File: config.mk
export PLATFORM = sky130hd
export DESIGN_NAME = itc_identify_words
export DESIGN_NICKNAME = d
export VERILOG_FILES = /design/src/inc/itc_pkg.sv /design/src/verilog/itc_identify_words.sv /design/src/verilog/itc_word_build.sv
export SDC_FILE = /design/constraint.sdc
export NUM_CORES = 1
export LEC_CHECK = 0
export ABC_AREA = 1
export BUFFER_PORTS_ARGS = -buffer_cell sky130_fd_sc_hd__buf_2
export CORE_MARGIN = 4
export CORE_UTILIZATION = 40
export DETAILED_ROUTE_END_ITERATION = 7
export GPL_TIMING_DRIVEN = 0
export SLEW_MARGIN = 5
export SYNTH_ARGS = -nofsm -noshare
export SYNTH_HDL_FRONTEND = slang
export SYNTH_SLANG_ARGS = --single-unit
File: constraint.sdc
create_clock -name SYS_CLK_IN -period 9.2 [get_ports SYS_CLK_IN]
set_input_delay 1.38 -clock SYS_CLK_IN [delete_from_list [all_inputs] [get_ports SYS_CLK_IN]]
set_output_delay 1.38 -clock SYS_CLK_IN [all_outputs]
set_load 0.05 [all_outputs]
File: src/inc/itc_pkg.sv
// Purpose: Constants and types for the transfer capability identify words
// Assumes: Words are indexed by their identify-data word number
// Notes: Cycle times are in nanoseconds
//
// Notes on behaviour
// - Selected MDMA mode upper byte, one bit max
// - Bits 8,9,10 select modes 0,1,2; rest reserved
// - Low byte bits 0..2 report cumulative MDMA support
// - Timing-valid flag set when MDMA fields present
// - Faster modes only reported in vendor word
// - PIO word: bit1 mode 4, bit0 mode 3
// - Min DMA cycle not below fastest mode
// - Recommended DMA cycle not below minimum
// - Unimplemented cycle-time field returns zero
// - PIO no-flow time not below IORDY time
// - IORDY PIO time is fastest supported mode
// - Queue depth field holds depth minus one
// - Queue depth zero without queued commands
// - Bits 10,9,8 flag counters, HIPM, NCQ
// - Bits 2,1 flag speeds; bit 0 zero
// - Feature-support bits 6..1 in fixed order
// - Feature-enabled word mirrors support layout
// - Timing-valid flag means timing words valid

package itc_pkg;

   // ----------------------------------------------------------------
   // Word indices
   // ----------------------------------------------------------------
   localparam logic [7:0] ITC_W_MDMA = 8'h3F;
   localparam logic [7:0] ITC_W_PIO = 8'h40;
   localparam logic [7:0] ITC_W_DMA_MIN = 8'h41;
   localparam logic [7:0] ITC_W_DMA_REC = 8'h42;
   localparam logic [7:0] ITC_W_PIO_NF = 8'h43;
   localparam logic [7:0] ITC_W_PIO_FC = 8'h44;
   localparam logic [7:0] ITC_W_QDEPTH = 8'h4B;
   localparam logic [7:0] ITC_W_SER_CAP = 8'h4C;
   localparam logic [7:0] ITC_W_FEAT_SUP = 8'h4E;
   localparam logic [7:0] ITC_W_FEAT_EN = 8'h4F;
   localparam logic [7:0] ITC_W_FIRST = 8'h3F;
   localparam logic [7:0] ITC_W_LAST = 8'h4F;

   // ----------------------------------------------------------------
   // Field positions
   // ----------------------------------------------------------------
   localparam int ITC_SEL_LSB = 8;
   localparam int ITC_CAP_LSB = 8;
   localparam int ITC_SPEED_LSB = 1;
   localparam int ITC_FEAT_LSB = 1;

   // Minimum cycle time per defined mode, ns
   localparam logic [15:0] ITC_MDMA0_NS = 16'h01E0;
   localparam logic [15:0] ITC_MDMA1_NS = 16'h0096;
   localparam logic [15:0] ITC_MDMA2_NS = 16'h0078;
   localparam logic [15:0] ITC_PIO3_NS = 16'h00B4;
   localparam logic [15:0] ITC_PIO4_NS = 16'h0078;
   localparam logic [15:0] ITC_WORD_RST = 16'h0000;

   // ----------------------------------------------------------------
   // Types
   // ----------------------------------------------------------------
   typedef struct packed {
      logic [2:0] mdma_sup;    // Highest MDMA mode flags 2..0
      logic mdma_sel_en;       // An MDMA mode is selected
      logic [1:0] mdma_sel;    // Selected MDMA mode number
      logic [1:0] pio_adv;     // PIO 4, PIO 3 supported
      logic [3:0] time_impl;   // Fields 68,67,66,65 implemented
      logic [15:0] dma_min_ns;
      logic [15:0] dma_rec_ns;
      logic [15:0] pio_nf_ns;
      logic [15:0] pio_fc_ns;
      logic [4:0] q_depth_m1;
      logic q_queued;          // Queued DMA commands supported
      logic q_fpdma;           // First-party DMA supported
      logic [2:0] ser_cap;     // Counters, HIPM, NCQ
      logic [1:0] ser_speed;   // 3.0 Gb/s, 1.5 Gb/s
      logic [5:0] feat_sup;
      logic [5:0] feat_en;
   } itc_cfg_s;

   typedef struct packed {
      logic [15:0] mdma;
      logic [15:0] pio;
      logic [15:0] dma_min;
      logic [15:0] dma_rec;
      logic [15:0] pio_nf;
      logic [15:0] pio_fc;
      logic [15:0] qdepth;
      logic [15:0] ser_cap;
      logic [15:0] feat_sup;
      logic [15:0] feat_en;
   } itc_words_s;

   typedef enum logic [1:0] {
      ITC_IDLE = 2'b00,
      ITC_STREAM = 2'b01,
      ITC_SINGLE = 2'b10
   } itc_state_e;

endpackage

File: src/verilog/itc_identify_words.sv
// Purpose: Read-only transfer capability words of the identify data block
// Assumes: Configuration is stable while a read or stream is in progress
// Notes: Single reads by index, or a stream of words 63..79 in order
`timescale 1ns/10ps
`default_nettype none

module itc_identify_words
   import itc_pkg::*;
(
   input wire logic SYS_CLK_IN,
   input wire logic RSTN_IN,
   input wire itc_cfg_s CFG_IN,
   input wire logic START_IN,
   input wire logic READ_IN,
   input wire logic [7:0] INDEX_IN,
   output logic [15:0] DATA_OUT,
   output logic VALID_OUT,
   output logic LAST_OUT,
   output logic BUSY_OUT,
   output logic TIMING_VALID_OUT
);

   // ----------------------------------------------------------------
   // Word selection
   // ----------------------------------------------------------------

   // Word at a given index; others read zero
   function automatic logic [15:0] word_at(input itc_words_s w, input logic [7:0] idx);
      logic [15:0] r;
      r = ITC_WORD_RST;
      unique case (idx)
         ITC_W_MDMA: r = w.mdma;
         ITC_W_PIO: r = w.pio;
         ITC_W_DMA_MIN: r = w.dma_min;
         ITC_W_DMA_REC: r = w.dma_rec;
         ITC_W_PIO_NF: r = w.pio_nf;
         ITC_W_PIO_FC: r = w.pio_fc;
         ITC_W_QDEPTH: r = w.qdepth;
         ITC_W_SER_CAP: r = w.ser_cap;
         ITC_W_FEAT_SUP: r = w.feat_sup;
         ITC_W_FEAT_EN: r = w.feat_en;
         default: r = ITC_WORD_RST;
      endcase
      return r;
   endfunction

   // ----------------------------------------------------------------
   // State
   // ----------------------------------------------------------------

   itc_state_e state;
   itc_state_e next_state;
   itc_cfg_s snap;
   itc_words_s words;
   logic [7:0] idx;
   logic [7:0] out_idx;
   logic stream_end;

   // Word builder on the snapshot
   itc_word_build u_build (
      .cfg_in(snap),
      .words_out(words)
   );

   assign stream_end = (state == ITC_STREAM) && (idx == ITC_W_LAST);

   // Next state; requests only taken while idle, start wins
   always_comb begin
      next_state = state;
      unique case (state)
         ITC_IDLE: begin
            if (START_IN) begin
               next_state = ITC_STREAM;
            end else if (READ_IN) begin
               next_state = ITC_SINGLE;
            end
         end
         ITC_STREAM: begin
            if (stream_end) begin
               next_state = ITC_IDLE;
            end
         end
         ITC_SINGLE: next_state = ITC_IDLE;
         default: next_state = ITC_IDLE;
      endcase
   end

   // State register
   always_ff @(posedge SYS_CLK_IN or negedge RSTN_IN) begin
      if (!RSTN_IN) begin
         state <= ITC_IDLE;
      end else begin
         state <= next_state;
      end
   end

   // Configuration snapshot taken with the request
   always_ff @(posedge SYS_CLK_IN or negedge RSTN_IN) begin
      if (!RSTN_IN) begin
         snap <= '0;
      end else if (state == ITC_IDLE && (START_IN || READ_IN)) begin
         snap <= CFG_IN;
      end
   end

   // Word index walk
   always_ff @(posedge SYS_CLK_IN or negedge RSTN_IN) begin
      if (!RSTN_IN) begin
         idx <= 8'h00;
      end else if (state == ITC_IDLE) begin
         idx <= START_IN ? ITC_W_FIRST : INDEX_IN;
      end else if (state == ITC_STREAM) begin
         idx <= idx + 8'h01;
      end
   end

   // ----------------------------------------------------------------
   // Outputs
   // ----------------------------------------------------------------

   // Read data path; no write path exists
   always_ff @(posedge SYS_CLK_IN or negedge RSTN_IN) begin
      if (!RSTN_IN) begin
         DATA_OUT <= ITC_WORD_RST;
         VALID_OUT <= 1'b0;
         LAST_OUT <= 1'b0;
         out_idx <= 8'h00;
      end else begin
         DATA_OUT <= ITC_WORD_RST;
         VALID_OUT <= 1'b0;
         LAST_OUT <= 1'b0;
         if (state != ITC_IDLE) begin
            DATA_OUT <= word_at(words, idx);
            VALID_OUT <= 1'b1;
            LAST_OUT <= stream_end || (state == ITC_SINGLE);
            out_idx <= idx;
         end
      end
   end

   // Busy while a transfer is pending
   always_ff @(posedge SYS_CLK_IN or negedge RSTN_IN) begin
      if (!RSTN_IN) begin
         BUSY_OUT <= 1'b0;
      end else begin
         BUSY_OUT <= (next_state != ITC_IDLE);
      end
   end

   // Timing words always present, reading zero when unimplemented, so the flag rises after reset
   always_ff @(posedge SYS_CLK_IN or negedge RSTN_IN) begin
      if (!RSTN_IN) begin
         TIMING_VALID_OUT <= 1'b0;
      end else begin
         TIMING_VALID_OUT <= 1'b1;
      end
   end
endmodule
`default_nettype wire

File: src/verilog/itc_word_build.sv
// Purpose: Builds the ten capability words from a configuration snapshot
// Assumes: Purely combinational; caller registers the result
// Notes: Reserved bits are forced to zero
`timescale 1ns/10ps
`default_nettype none

module itc_word_build
   import itc_pkg::*;
(
   input wire itc_cfg_s cfg_in,
   output var itc_words_s words_out
);

   // Larger of two cycle times
   function automatic logic [15:0] max16(input logic [15:0] a, input logic [15:0] b);
      max16 = (a > b) ? a : b;
   endfunction

   logic [2:0] sup;
   logic [2:0] sel;
   logic dma_impl;
   logic pio_impl;
   logic pio_nf_impl;
   logic [15:0] dma_floor;
   logic [15:0] dma_min;
   logic [15:0] pio_fc;

   // Cumulative MDMA support and guarded selection
   always_comb begin
      sup = {cfg_in.mdma_sup[2], |cfg_in.mdma_sup[2:1], |cfg_in.mdma_sup};
      sel = 3'h0;
      if (cfg_in.mdma_sel_en && cfg_in.mdma_sel != 2'h3 && sup[cfg_in.mdma_sel]) begin
         sel[cfg_in.mdma_sel] = 1'b1;
      end
   end

   // Cycle-time fields and their implementation flags
   always_comb begin
      dma_impl = cfg_in.time_impl[0] | cfg_in.time_impl[1] | (|cfg_in.mdma_sup[2:1]);
      pio_impl = cfg_in.time_impl[3] | (|cfg_in.pio_adv);
      pio_nf_impl = cfg_in.time_impl[2] | (|cfg_in.pio_adv);
      dma_floor = sup[2] ? ITC_MDMA2_NS : (sup[1] ? ITC_MDMA1_NS : ITC_MDMA0_NS);
      dma_min = dma_impl ? max16(cfg_in.dma_min_ns, dma_floor) : ITC_WORD_RST;
      if (cfg_in.pio_adv[1]) begin
         pio_fc = ITC_PIO4_NS;
      end else if (cfg_in.pio_adv[0]) begin
         pio_fc = ITC_PIO3_NS;
      end else begin
         pio_fc = pio_impl ? cfg_in.pio_fc_ns : ITC_WORD_RST;
      end
   end

   // Word assembly
   always_comb begin
      words_out.mdma = {5'h00, sel, 5'h00, sup};
      words_out.pio = {14'h0000, cfg_in.pio_adv};
      words_out.dma_min = dma_min;
      words_out.dma_rec = dma_impl ? max16(cfg_in.dma_rec_ns, dma_min) : ITC_WORD_RST;
      words_out.pio_nf = pio_nf_impl ? max16(cfg_in.pio_nf_ns, pio_fc) : ITC_WORD_RST;
      words_out.pio_fc = pio_fc;
      words_out.qdepth = (cfg_in.q_queued && cfg_in.q_fpdma) ?
         {11'h000, cfg_in.q_depth_m1} : ITC_WORD_RST;
      words_out.ser_cap = {5'h00, cfg_in.ser_cap, 5'h00, cfg_in.ser_speed, 1'b0};
      words_out.feat_sup = {9'h000, cfg_in.feat_sup, 1'b0};
      words_out.feat_en = {9'h000, cfg_in.feat_en & cfg_in.feat_sup, 1'b0};
   end

endmodule
`default_nettype wire

==> reports/summary.log, run 1 <==
INFO  status         status=completed
INFO  detailed_routing routed_wl=20900um
INFO  yosys          total_number_of_yosys_warnings=0
INFO  worst_setup_path endpoint_kind=register
INFO  job            cap_violations=0
INFO  yosys          mappedNetlistArea=7340um2
INFO  floorplanning  placement_rows=49
INFO  worst_setup_path path_class=register to register
INFO  global_routing total_congestion_overflow_after_global_routing=0
INFO  sta            final-hold-violation-count=0
INFO  clock_network  clock_tree.root_cell=clkbuf_16
INFO  clock_network  path_clk_slew=0.06ns
INFO  worst_setup_path timing.critical_path.fanout_max=8
INFO  clock_network  htreeDepth=4
INFO  power_and_ir_drop power_density=145nW/um2
INFO  layout         nNetsFinal=1126
INFO  min_path       worst_hold_startpoint=state[0]$_DFF_PN0_
INFO  global_routing antenna_found_initial=0
INFO  detailed_routing num_vias=6156
INFO  yosys          synth.avg_cell_area=8.92um2
INFO  clock_network  cts_buffers=17
INFO  sta            maxSlewViolCount=0
INFO  sta            maxClockFrequency=234MHz
INFO  sta            finalSetupTns=0ns
INFO  sta            hold_ws=0.490ns
INFO  floorplanning  die_height=143um
INFO  sta            timing.clock.skew=0.00673ns
INFO  floorplanning  num_ports=132
INFO  clock_network  clock_tree.buffer_depth=2
INFO  layout         design_area=8900um2
INFO  yosys          synth_seq_cells=130
INFO  worst_setup_path crit_arrival=4.59ns
INFO  worst_setup_path critPathMaxStageDelay=0.48ns
INFO  clock_network  cts_tree=built
INFO  sta            max_slew_margin=53.5%
INFO  worst_setup_path critPathRequiredTime=9.51ns
INFO  floorplanning  dieWidth=143um
INFO  yosys          synth_enable_flop_cells=0
INFO  yosys          ys_types=45
INFO  placed_design  place_area=8310um2
INFO  floorplanning  fp.dieArea=20600um2
INFO  detailed_routing drt-pass1-iter-count=5
INFO  detailed_routing drc=0
INFO  yosys          seq_area_frac_synth=44.3%
INFO  worst_setup_path critical_register_to_register_path_startpoint=snap[99]$_DFFE_PN0P_
INFO  sta            setup_violations=0
INFO  placed_design  port_buffers=130
INFO  power_and_ir_drop leak_pwr=4.77nW
INFO  global_routing grt_pass1_wl=32400um
INFO  detailed_routing vias_per_cell=5.07
INFO  min_path       hp-class=register to register
INFO  floorplanning  initial_core_util=40.7%
INFO  sta            actual_slew_at_the_worst_max_slew_pin=0.693ns
INFO  sta            period_minus_slack=4.28ns
INFO  clock_network  ctsHoldBuffers=0
INFO  detailed_routing drt.antenna.violating_nets=0
INFO  layout         finish.utilization=49.4%
INFO  clock_network  postCtsSetupRepairBufs=0
INFO  layout         syn_to_final_growth=21.2%
INFO  worst_setup_path worst_setup_path_start_kind=register
INFO  placed_design  dp_hpwl=16300um
INFO  global_routing grt_start_max_net_pins=73
INFO  yosys          synth_cells=823
INFO  worst_setup_path worst_path_max_delay_cell=dfrtp_1
INFO  layout         n_antenna_cell=0
INFO  worst_setup_path path_common_cell=nand2_1
INFO  floorplanning  core=18000um2
INFO  placed_design  globalplace.congestion=0.896
INFO  yosys          synthesis.nets=976
INFO  global_routing globalRouteTotalUtil=20.8%
INFO  worst_setup_path worst_setup_path_startpoint=snap[99]$_DFFE_PN0P_
INFO  yosys          synth_async_sr_flop_share=100%
INFO  sta            timing.final.crit_share=46.5%
INFO  yosys          dominantRegCellSynth=dfrtp_1
INFO  layout         drive_gt1_share=29.5%
INFO  clock_network  worst_skew_pair.late_latency=0.42ns
INFO  global_routing first_global_vias=6157
INFO  detailed_routing post_drt_wl_per_cell=17.2um
INFO  clock_network  post_cts_resize_count=0
INFO  sta            grt_setup_unrepaired=no
INFO  clock_network  cts_sinks=130
INFO  detailed_routing drt_iter0_markers=385
INFO  power_and_ir_drop irDropWorstVdd=0.122mV
[kinds of logic after synthesis]
group | count (synthesis) | synth area share, %
DFF | 130 | 44.3
other | 1 | 0.0511
muxes | 69 | 10.6
and+or+nand+nor | 359 | 22.9
adders and majority gates | 41 | 6.99
buffers and inverters | 112 | 6.63
AOI/OAI and AO/OA | 110 | 8.42
xor gates and xnor gates | 1 | 0.119
[path summary, 6_finish.rpt]
path                                          to  slack (ns)  depth (start not counted)
min in group asynchronous     BUSY_OUT$_DFF_PN0_        0.91                          1
hold reg to reg               LAST_OUT$_DFF_PN0_        0.49                          1
hold / removal                LAST_OUT$_DFF_PN0_        0.49                          1
setup / recovery           DATA_OUT[2]$_DFF_PN0_        4.92                         28
setup reg to reg           DATA_OUT[2]$_DFF_PN0_        4.92                         28
max in group asynchronous   snap[37]$_DFFE_PN0P_        7.53                          2
[area by class of cell]
type,instances,area [um2]
fill,1746,9120
multi-input combinational,581,3600
sequential,130,3250
timing repair buffer,131,684
clock buffer,19,453
inverter,86,325
tap,229,287
buffer,26,161
clock inverter,13,135
[layout by cell type (no fill, tap or decap), types with 2 or more instances in the layout]
| cell | instances |
|---|---|
| o22ai_1 | 3 |
| inv_2 | 5 |
| clkinv_1 | 2 |
| clkbuf_1 | 2 |
| nor2_1 | 96 |
| nand3b_1 | 3 |
| mux2_2 | 69 |
| clkbuf_8 | 2 |
| nand2_1 | 133 |
| o21ai_0 | 21 |
| nor3_2 | 3 |
| nor3_1 | 5 |
| dfrtp_1 | 130 |
| clkbuf_16 | 17 |
| nand4_1 | 23 |
| a21o_1 | 2 |
| a22oi_1 | 2 |
| a31oi_1 | 3 |
| inv_1 | 78 |
| nor2_2 | 4 |
| nand3_1 | 66 |
| clkinvlp_4 | 2 |
| nand2_2 | 12 |
| clkinv_2 | 5 |
| nand3_2 | 2 |
| bufinv_16 | 2 |
| buf_1 | 3 |
| nor2_4 | 5 |
| clkinv_4 | 3 |
| buf_2 | 143 |
| nand2_4 | 2 |
| buf_6 | 6 |
| ha_1 | 41 |
| o211ai_1 | 10 |
| a21oi_1 | 63 |
[stage by stage]
stage	total power [mW]	std cells	worst slack, ns
after floorplan	0.584	823	5.72
after global placement	0.622	1182	4.91
after detailed placement	0.624	1183	4.87
after CTS	1.30	1215	4.87
after global routing	1.33	1215	4.53
final	1.29	1215	4.92
[critical path, delay by kind of cell, from the launching register on]
kind / cells / cell delay, ns
AOI/OAI and AO/OA: 1 / 0.18
adders and majority gates: 2 / 0.60
buffers and inverters: 5 / 0.48
DFF: 1 / 0.48
and+or+nand+nor: 20 / 2.41
[where the power goes]
group,switching (mW),internal [mW]
Sequential,0.0000381,0.572
Combinational,0.0214,0.0183
Clock,0.262,0.412
Total,0.284,1.00
[sequential cells by signal (all words and copies together), names as in the netlist]
register	count
state	2
BUSY_OUT	1
VALID_OUT	1
snap	100
DATA_OUT	16
LAST_OUT	1
TIMING_VALID_OUT	1
idx	8
[per-layer routing]
metal | track usage [%] | routed length (um)
met4 | 5.00 | 276
met5 | 0 | 0
met3 | 4.03 | 977
met1 | 28.0 | 9540
met2 | 34.6 | 10100
[cell usage after synthesis, types with 2 or more instances]
| master | number | share of area, % |
|---|---|---|
| nand2_1 | 133 | 6.8 |
| dfrtp_1 | 130 | 44 |
| nor2_1 | 96 | 4.9 |
| inv_1 | 78 | 4.0 |
| mux2_2 | 69 | 11 |
| nand3_1 | 66 | 4.5 |
| a21oi_1 | 63 | 4.3 |
| ha_1 | 41 | 7.0 |
| nand4_1 | 23 | 2.0 |
| o21ai_0 | 21 | 1.4 |
| buf_2 | 14 | 0.95 |
| nand2_2 | 12 | 1.0 |
| o211ai_1 | 10 | 1.0 |
| buf_6 | 5 | 0.77 |
| inv_2 | 5 | 0.26 |
| nor2_4 | 5 | 0.77 |
| nor3_1 | 5 | 0.34 |
| nor2_2 | 4 | 0.34 |
| a31oi_1 | 3 | 0.26 |
| buf_1 | 3 | 0.15 |
| nand3b_1 | 3 | 0.31 |
| nor3_2 | 3 | 0.41 |
| o22ai_1 | 3 | 0.26 |
| a21o_1 | 2 | 0.20 |
| a22oi_1 | 2 | 0.20 |
| clkbuf_1 | 2 | 0.10 |
| clkinv_1 | 2 | 0.10 |
| nand2_4 | 2 | 0.31 |
| nand3_2 | 2 | 0.27 |
Power figures use the tool's default switching activity.
==> run 2, diff against run 1 <==
==> constraint.sdc (replaced) <==
create_clock -name SYS_CLK_IN -period 3.55 [get_ports SYS_CLK_IN]
set_input_delay 0.5325 -clock SYS_CLK_IN [delete_from_list [all_inputs] [get_ports SYS_CLK_IN]]
set_output_delay 0.5325 -clock SYS_CLK_IN [all_outputs]
set_load 0.05 [all_outputs]
==> run 2 against run 1 <==
  * Wire length is 3.2% higher
  * Clock skew about the same
  * Clock-buffer cell count unchanged
  * Clock power rose to 2.6 times the previous value
  * Combinational power increased to 2.6 times the previous value
  * Global-route usage increased by 0.19 points
  * Largest power group unchanged
==> reports/summary.log, run 2 (synthesized netlist as in run 1, its figures left out) <==
INFO  layout         layout_top_registers=snap: 100 flops, DATA_OUT: 16 flops, idx: 8 flops
INFO  layout         largest_register=snap
INFO  sta            maxSlewViolCount=0
INFO  worst_setup_path r2r_end=DATA_OUT[2]$_DFF_PN0_
INFO  sta            final-hold-violation-count=0
INFO  placed_design  globalplace.congestion=0.896
INFO  layout         seqCellArea=3260um2
INFO  detailed_routing drt-pass1-iter-count=5
INFO  floorplanning  placement_rows=49
INFO  layout         finish.utilization=51.6%
INFO  power_and_ir_drop leak_pwr=4.93nW
INFO  layout         largest_register_ffs=100
INFO  floorplanning  die_height=143um
INFO  layout         final_common_cell=buf_2
INFO  detailed_routing vias_per_cell=5.10
INFO  global_routing globalRouteTotalUtil=20.9%
INFO  detailed_routing post_drt_wl_per_cell=17.5um
INFO  job            cap_violations=0
INFO  status         status=completed
INFO  layout         multiInputGateArea=3820um2
INFO  detailed_routing drt_iter0_markers=459
INFO  power_and_ir_drop power_density=359nW/um2
INFO  worst_setup_path critical_register_to_register_path_startpoint=snap[98]$_DFFE_PN0P_
INFO  layout         instances_no_fill=1233
INFO  floorplanning  num_ports=132
INFO  global_routing grt_pass1_wl=32700um
INFO  detailed_routing num_vias=6289
INFO  sta            grt_setup_unrepaired=yes
INFO  power_and_ir_drop irDropWorstVdd=0.302mV
INFO  worst_setup_path endpoint_kind=register
INFO  global_routing met3_usage=4.03%
INFO  worst_setup_path crit_arrival=3.85ns
INFO  global_routing grt_start_max_net_pins=73
INFO  layout         filler_cell_count=1698
INFO  placed_design  port_buffers=130
INFO  clock_network  path_clk_slew=0.06ns
INFO  placed_design  dp_hpwl=16300um
INFO  min_path       hp-class=input pin to async pin
INFO  layout         syn_to_final_growth=26.6%
INFO  worst_setup_path ff2ff_path_depth=25
INFO  global_routing first_global_vias=6232
INFO  worst_setup_path worst_setup_path_start_kind=register
INFO  sta            timing.clock.skew=0.00644ns
INFO  placed_design  post-place-ws=-0.777ns
INFO  detailed_routing drc=0
INFO  sta            max_slew_margin=52.2%
INFO  global_routing antenna_found_initial=0
INFO  floorplanning  dieWidth=143um
INFO  global_routing total_congestion_overflow_after_global_routing=0
INFO  clock_network  ctsHoldBuffers=0
INFO  detailed_routing drt.antenna.violating_nets=0
INFO  worst_setup_path r2r_slack=0.01ns
INFO  layout         layout.cells.most_common_list=buf_2, dfrtp_1, nand2_1
INFO  sta            actual_slew_at_the_worst_max_slew_pin=0.712ns
INFO  clock_network  htreeDepth=4
INFO  worst_setup_path path_class=register to register
INFO  layout         n_antenna_cell=0
INFO  clock_network  cts_tree=built
INFO  clock_network  cts_sinks=130
INFO  worst_setup_path worst_setup_path_startpoint=snap[98]$_DFFE_PN0P_
INFO  sta            timing.final.crit_share=99.6%
INFO  global_routing use_met2=35.3%
INFO  detailed_routing routed_wl=21500um
INFO  layout         nNetsFinal=1144
INFO  worst_setup_path worst_setup_path_endpoint=DATA_OUT[2]$_DFF_PN0_
INFO  clock_network  clock_tree.root_cell=clkbuf_16
INFO  sta            setup_violations=0
INFO  sta            maxClockFrequency=283MHz
INFO  worst_setup_path critPathRequiredTime=3.86ns
INFO  sta            final_critical_path_setup_slack=0.0149ns
INFO  layout         drive_gt1_share=34.5%
INFO  clock_network  cts_buffers=17
INFO  floorplanning  core=18000um2
INFO  worst_setup_path timing.critical_path.fanout_max=5
INFO  clock_network  worst_skew_pair.late_latency=0.43ns
INFO  placed_design  placed_cells_incl_taps=1183
INFO  floorplanning  fp.dieArea=20600um2
INFO  floorplanning  initial_core_util=40.7%
INFO  global_routing routing_layer_with_the_top_usage_in_global_route=met2
INFO  global_routing met1_usage_in_global_routing=28.1%
INFO  sta            hold_ws=0.0609ns
INFO  clock_network  clock_tree.buffer_depth=2
INFO  sta            period_minus_slack=3.54ns
==> run 2: worst min path at each step <==
stage | start | endpoint | slack (ns)
3_3_place_gp | state[0]$_DFF_PN0_ | LAST_OUT$_DFF_PN0_ | 0.46
3_5_place_dp | state[0]$_DFF_PN0_ | LAST_OUT$_DFF_PN0_ | 0.47
6_report | RSTN_IN | BUSY_OUT$_DFF_PN0_ | 0.06
2_1_floorplan | RSTN_IN | BUSY_OUT$_DFF_PN0_ | 0.24
4_1_cts | RSTN_IN | BUSY_OUT$_DFF_PN0_ | 0.08
5_1_grt | RSTN_IN | BUSY_OUT$_DFF_PN0_ | 0.10
==> run 2: per-layer routing <==
layer | wire length [um] | vias to the layer above
met1 | 9620 | 2992
li1 | - | 3098
met3 | 1110 | 18
met4 | 277 | 0
met2 | 10500 | 181
met5 | 0 | -
==> run 2: final cells by class <==
cell class	instances	share of cell area (%)
multi-input combinational	581	41.2
sequential	130	35.0
timing repair buffer	149	9.08
clock buffer	19	4.87
inverter	86	3.58
tap	229	3.08
buffer	26	1.74
clock inverter	13	1.45
==> run 2: through the flow <==
stage | setup TNS, ns | power, mW | instance area (um2)
floorplan | 0 | 1.51 | 7340
global placement | -8.75 | 1.61 | 8280
detailed placement | -9.73 | 1.62 | 8310
CTS | 0 | 3.37 | 9000
global route | -2.87 | 3.44 | 9290
finish | 0 | 3.34 | 9290
==> run 2: critical path, stage by stage (launching register included) <==
cell and delay (ns):
dfrtp_2 0.43, nor2_4 0.15, inv_2 0.08, ha_4 0.26, inv_2 0.03, nor2_2 0.10
nand4_1 0.14, nor2_1 0.12, nand3_1 0.13, nand3_4 0.15, buf_6 0.12, nand3_2 0.07
nand2_2 0.10, nand2_1 0.06, ha_1 0.27, nand4_1 0.12, nor3_4 0.26, nand3_4 0.13
nand2_4 0.11, inv_4 0.06, nand2_8 0.08, nor2_1 0.04, nor2_1 0.13, nand3_1 0.14
nand2_1 0.09, inv_1 0.05
==> run 2: power breakdown <==
group	internal (mW)	switching [mW]
registers	1.48	0.0000988
logic	0.0473	0.0555
clock network	1.07	0.686
total	2.60	0.742
==> run 2: what timing repair did <==
item                                    4_1_cts  5_1_grt
pin swaps                                     6       33
resized for setup                            14       43
buffers inserted                              7       11
endpoints found under the setup margin       16       16
==> run 3, diff against run 2 <==
--- a/config.mk
+++ b/config.mk
@@ -8,9 +8,10 @@
 export ABC_AREA = 1
 export BUFFER_PORTS_ARGS = -buffer_cell sky130_fd_sc_hd__buf_2
 export CORE_MARGIN = 4
-export CORE_UTILIZATION = 40
+export CORE_UTILIZATION = 51
 export DETAILED_ROUTE_END_ITERATION = 7
 export GPL_TIMING_DRIVEN = 0
+export PLACE_DENSITY = 0.77
 export SLEW_MARGIN = 5
 export SYNTH_ARGS = -nofsm -noshare
 export SYNTH_HDL_FRONTEND = slang
==> run 3 against run 2 <==
  * Highest routed layer unchanged
  * Clock-buffer cell count unchanged
  * Non-clock buffer count down 3
  * Sequential share of layout area about the same
==> reports/summary.log, run 3 (synthesized netlist as in run 1, its figures left out) <==
INFO  status         status=completed
INFO  placed_design  dp_hpwl=15400um
INFO  power_and_ir_drop leak_pwr=4.96nW
INFO  job            cap_violations=0
INFO  global_routing total_congestion_overflow_after_global_routing=0
INFO  clock_network  cts_buffers=17
INFO  detailed_routing routed_wl=21200um
INFO  worst_setup_path crit_arrival=3.84ns
INFO  floorplanning  die_height=128um
INFO  floorplanning  num_ports=132
INFO  worst_setup_path r2r_slack=0.06ns
INFO  global_routing antenna_found_initial=0
INFO  global_routing grt_start_max_net_pins=72
INFO  layout         largest_register_ffs=100
INFO  detailed_routing post_drt_wl_per_cell=18.0um
INFO  sta            period_minus_slack=3.49ns
INFO  worst_setup_path endpoint_kind=register
INFO  layout         seqCellArea=3260um2
INFO  sta            maxClockFrequency=287MHz
INFO  worst_setup_path critical_register_to_register_path_startpoint=snap[98]$_DFFE_PN0P_
INFO  sta            max_slew_margin=47.4%
INFO  worst_setup_path critPathRequiredTime=3.90ns
INFO  sta            hold_ws=0.0656ns
INFO  floorplanning  core=14000um2
INFO  layout         syn_to_final_growth=26.5%
INFO  clock_network  ctsHoldBuffers=0
INFO  worst_setup_path critPathMaxStageDelay=0.43ns
INFO  layout         layout.cells.most_common_list=buf_2, dfrtp_1, nand2_1
INFO  detailed_routing drt.antenna.violating_nets=0
INFO  power_and_ir_drop irDropWorstVdd=0.446mV
INFO  clock_network  worst_skew_pair.late_latency=0.43ns
INFO  detailed_routing vias_per_cell=5.49
INFO  clock_network  htreeDepth=4
INFO  sta            timing.clock.skew=0.00947ns
INFO  layout         layout_top_registers=snap: 100 flops, DATA_OUT: 16 flops, idx: 8 flops
INFO  sta            grt_setup_unrepaired=yes
INFO  layout         final_common_cell=buf_2
INFO  sta            setup_violations=0
INFO  layout         n_antenna_cell=0
INFO  layout         design_area=9290um2
INFO  global_routing globalRouteTotalUtil=26.1%
INFO  placed_design  globalplace.congestion=0.904
INFO  global_routing grt_pass1_wl=32600um
INFO  placed_design  port_buffers=130
INFO  layout         instances_no_fill=1181
INFO  clock_network  path_clk_slew=0.06ns
INFO  sta            timing.final.crit_share=98.2%
INFO  layout         multiInputGateArea=3790um2
INFO  floorplanning  dieWidth=128um
INFO  clock_network  clock_tree.root_cell=clkbuf_16
INFO  detailed_routing drt_iter0_markers=581
INFO  floorplanning  initial_core_util=52.5%
INFO  floorplanning  placement_rows=43
INFO  layout         filler_cell_count=1133
INFO  global_routing first_global_vias=6462
INFO  worst_setup_path worst_setup_path_start_kind=register
INFO  detailed_routing num_vias=6483
INFO  worst_setup_path r2r_end=DATA_OUT[11]$_DFF_PN0_
INFO  sta            actual_slew_at_the_worst_max_slew_pin=0.784ns
INFO  floorplanning  fp.dieArea=16400um2
INFO  worst_setup_path timing.critical_path.fanout_max=7
INFO  detailed_routing drc=0
INFO  worst_setup_path worst_path_max_delay_cell=dfrtp_2
INFO  clock_network  cts_sinks=130
INFO  power_and_ir_drop power_density=397nW/um2
INFO  layout         nNetsFinal=1141
INFO  worst_setup_path path_class=register to register
INFO  sta            finalSetupTns=0ns
INFO  worst_setup_path worst_setup_path_startpoint=snap[98]$_DFFE_PN0P_
INFO  layout         drive_gt1_share=34.2%
INFO  placed_design  placed_cells_incl_taps=1134
INFO  layout         largest_register=snap
INFO  sta            maxSlewViolCount=0
INFO  sta            final-hold-violation-count=0
INFO  worst_setup_path ff2ff_path_depth=28
INFO  detailed_routing drt-pass1-iter-count=6
INFO  min_path       hp-class=input pin to async pin
INFO  clock_network  clock_tree.buffer_depth=2
INFO  clock_network  cts_tree=built
INFO  placed_design  place_area=8250um2
-- run 3: cell count changes in the layout (fill, tap and decap cells not counted), sizes merged --
cell / before / now
clkinv: 10 / 3
bufinv: 2 / 7
buf: 172 / 170
clkinvlp: 2 / 4
clkbuf: 21 / 20
-- run 3: stage by stage --
stage          power, mW  worst slack (ns)  util, %
2_1_floorplan       1.51            0.0695        -
3_3_place_gp        1.61            -0.601     58.7
3_5_place_dp        1.61            -0.637     59.0
4_1_cts             3.71           0.00901     64.5
5_1_grt             3.78            -0.131     66.4
6_report            3.69            0.0638     66.4
-- run 3: area by class of cell --
| cell class | count | area share, % |
|---|---|---|
| Tap cell | 180 | 2.42 |
| Timing Repair Buffer | 146 | 8.70 |
| Inverter | 86 | 3.61 |
| Clock buffer | 19 | 4.88 |
| Sequential cell | 130 | 35.0 |
| Multi-Input combinational cell | 581 | 40.9 |
| Buffer | 26 | 1.75 |
| Clock inverter | 13 | 2.73 |
-- run 3: how the worst max path moves through the flow --
stage	end	slack, ns	cells past startpoint
after CTS	DATA_OUT[1]$_DFF_PN0_	0.009	29
after global placement	DATA_OUT[1]$_DFF_PN0_	-0.60	28
after detailed placement	DATA_OUT[1]$_DFF_PN0_	-0.64	28
after floorplan	DATA_OUT[1]$_DFF_PN0_	0.07	28
after global routing	DATA_OUT[11]$_DFF_PN0_	-0.13	28
final	DATA_OUT[11]$_DFF_PN0_	0.06	28
-- run 3: where the power goes --
group          internal [mW]  switching, mW  leakage (nW)  total (mW)
logic                 0.0473         0.0543          3.00       0.102
registers               1.48      0.0000900          1.62        1.48
clock network           1.42          0.677         0.332        2.10
total                   2.95          0.732          4.96        3.69
-- run 3: worst max-delay path, delay by kind of cell (launching register included) --
family,cells,cell delay (ns)
AND/OR/NAND/NOR,21,2.10
adder cells (fa/ha/maj),2,0.53
flip-flops,1,0.43
buffers and inverters,4,0.28
AO/OA/AOI/OAI,1,0.09
-- run 3: what timing repair did --
item,CTS,global route
hold endpoints to repair,0,0
buffers inserted,4,11
endpoints found under the setup margin,16,16
gates cloned,0,0
pin swaps,2,35
resized for setup,10,48
-- run 3: routing by layer --
layer	GRT usage (%)	share of wire, %
met2	42.2	48
met3	6.29	7.9
met5	0	0
met1	34.0	41
met4	10.4	3.2
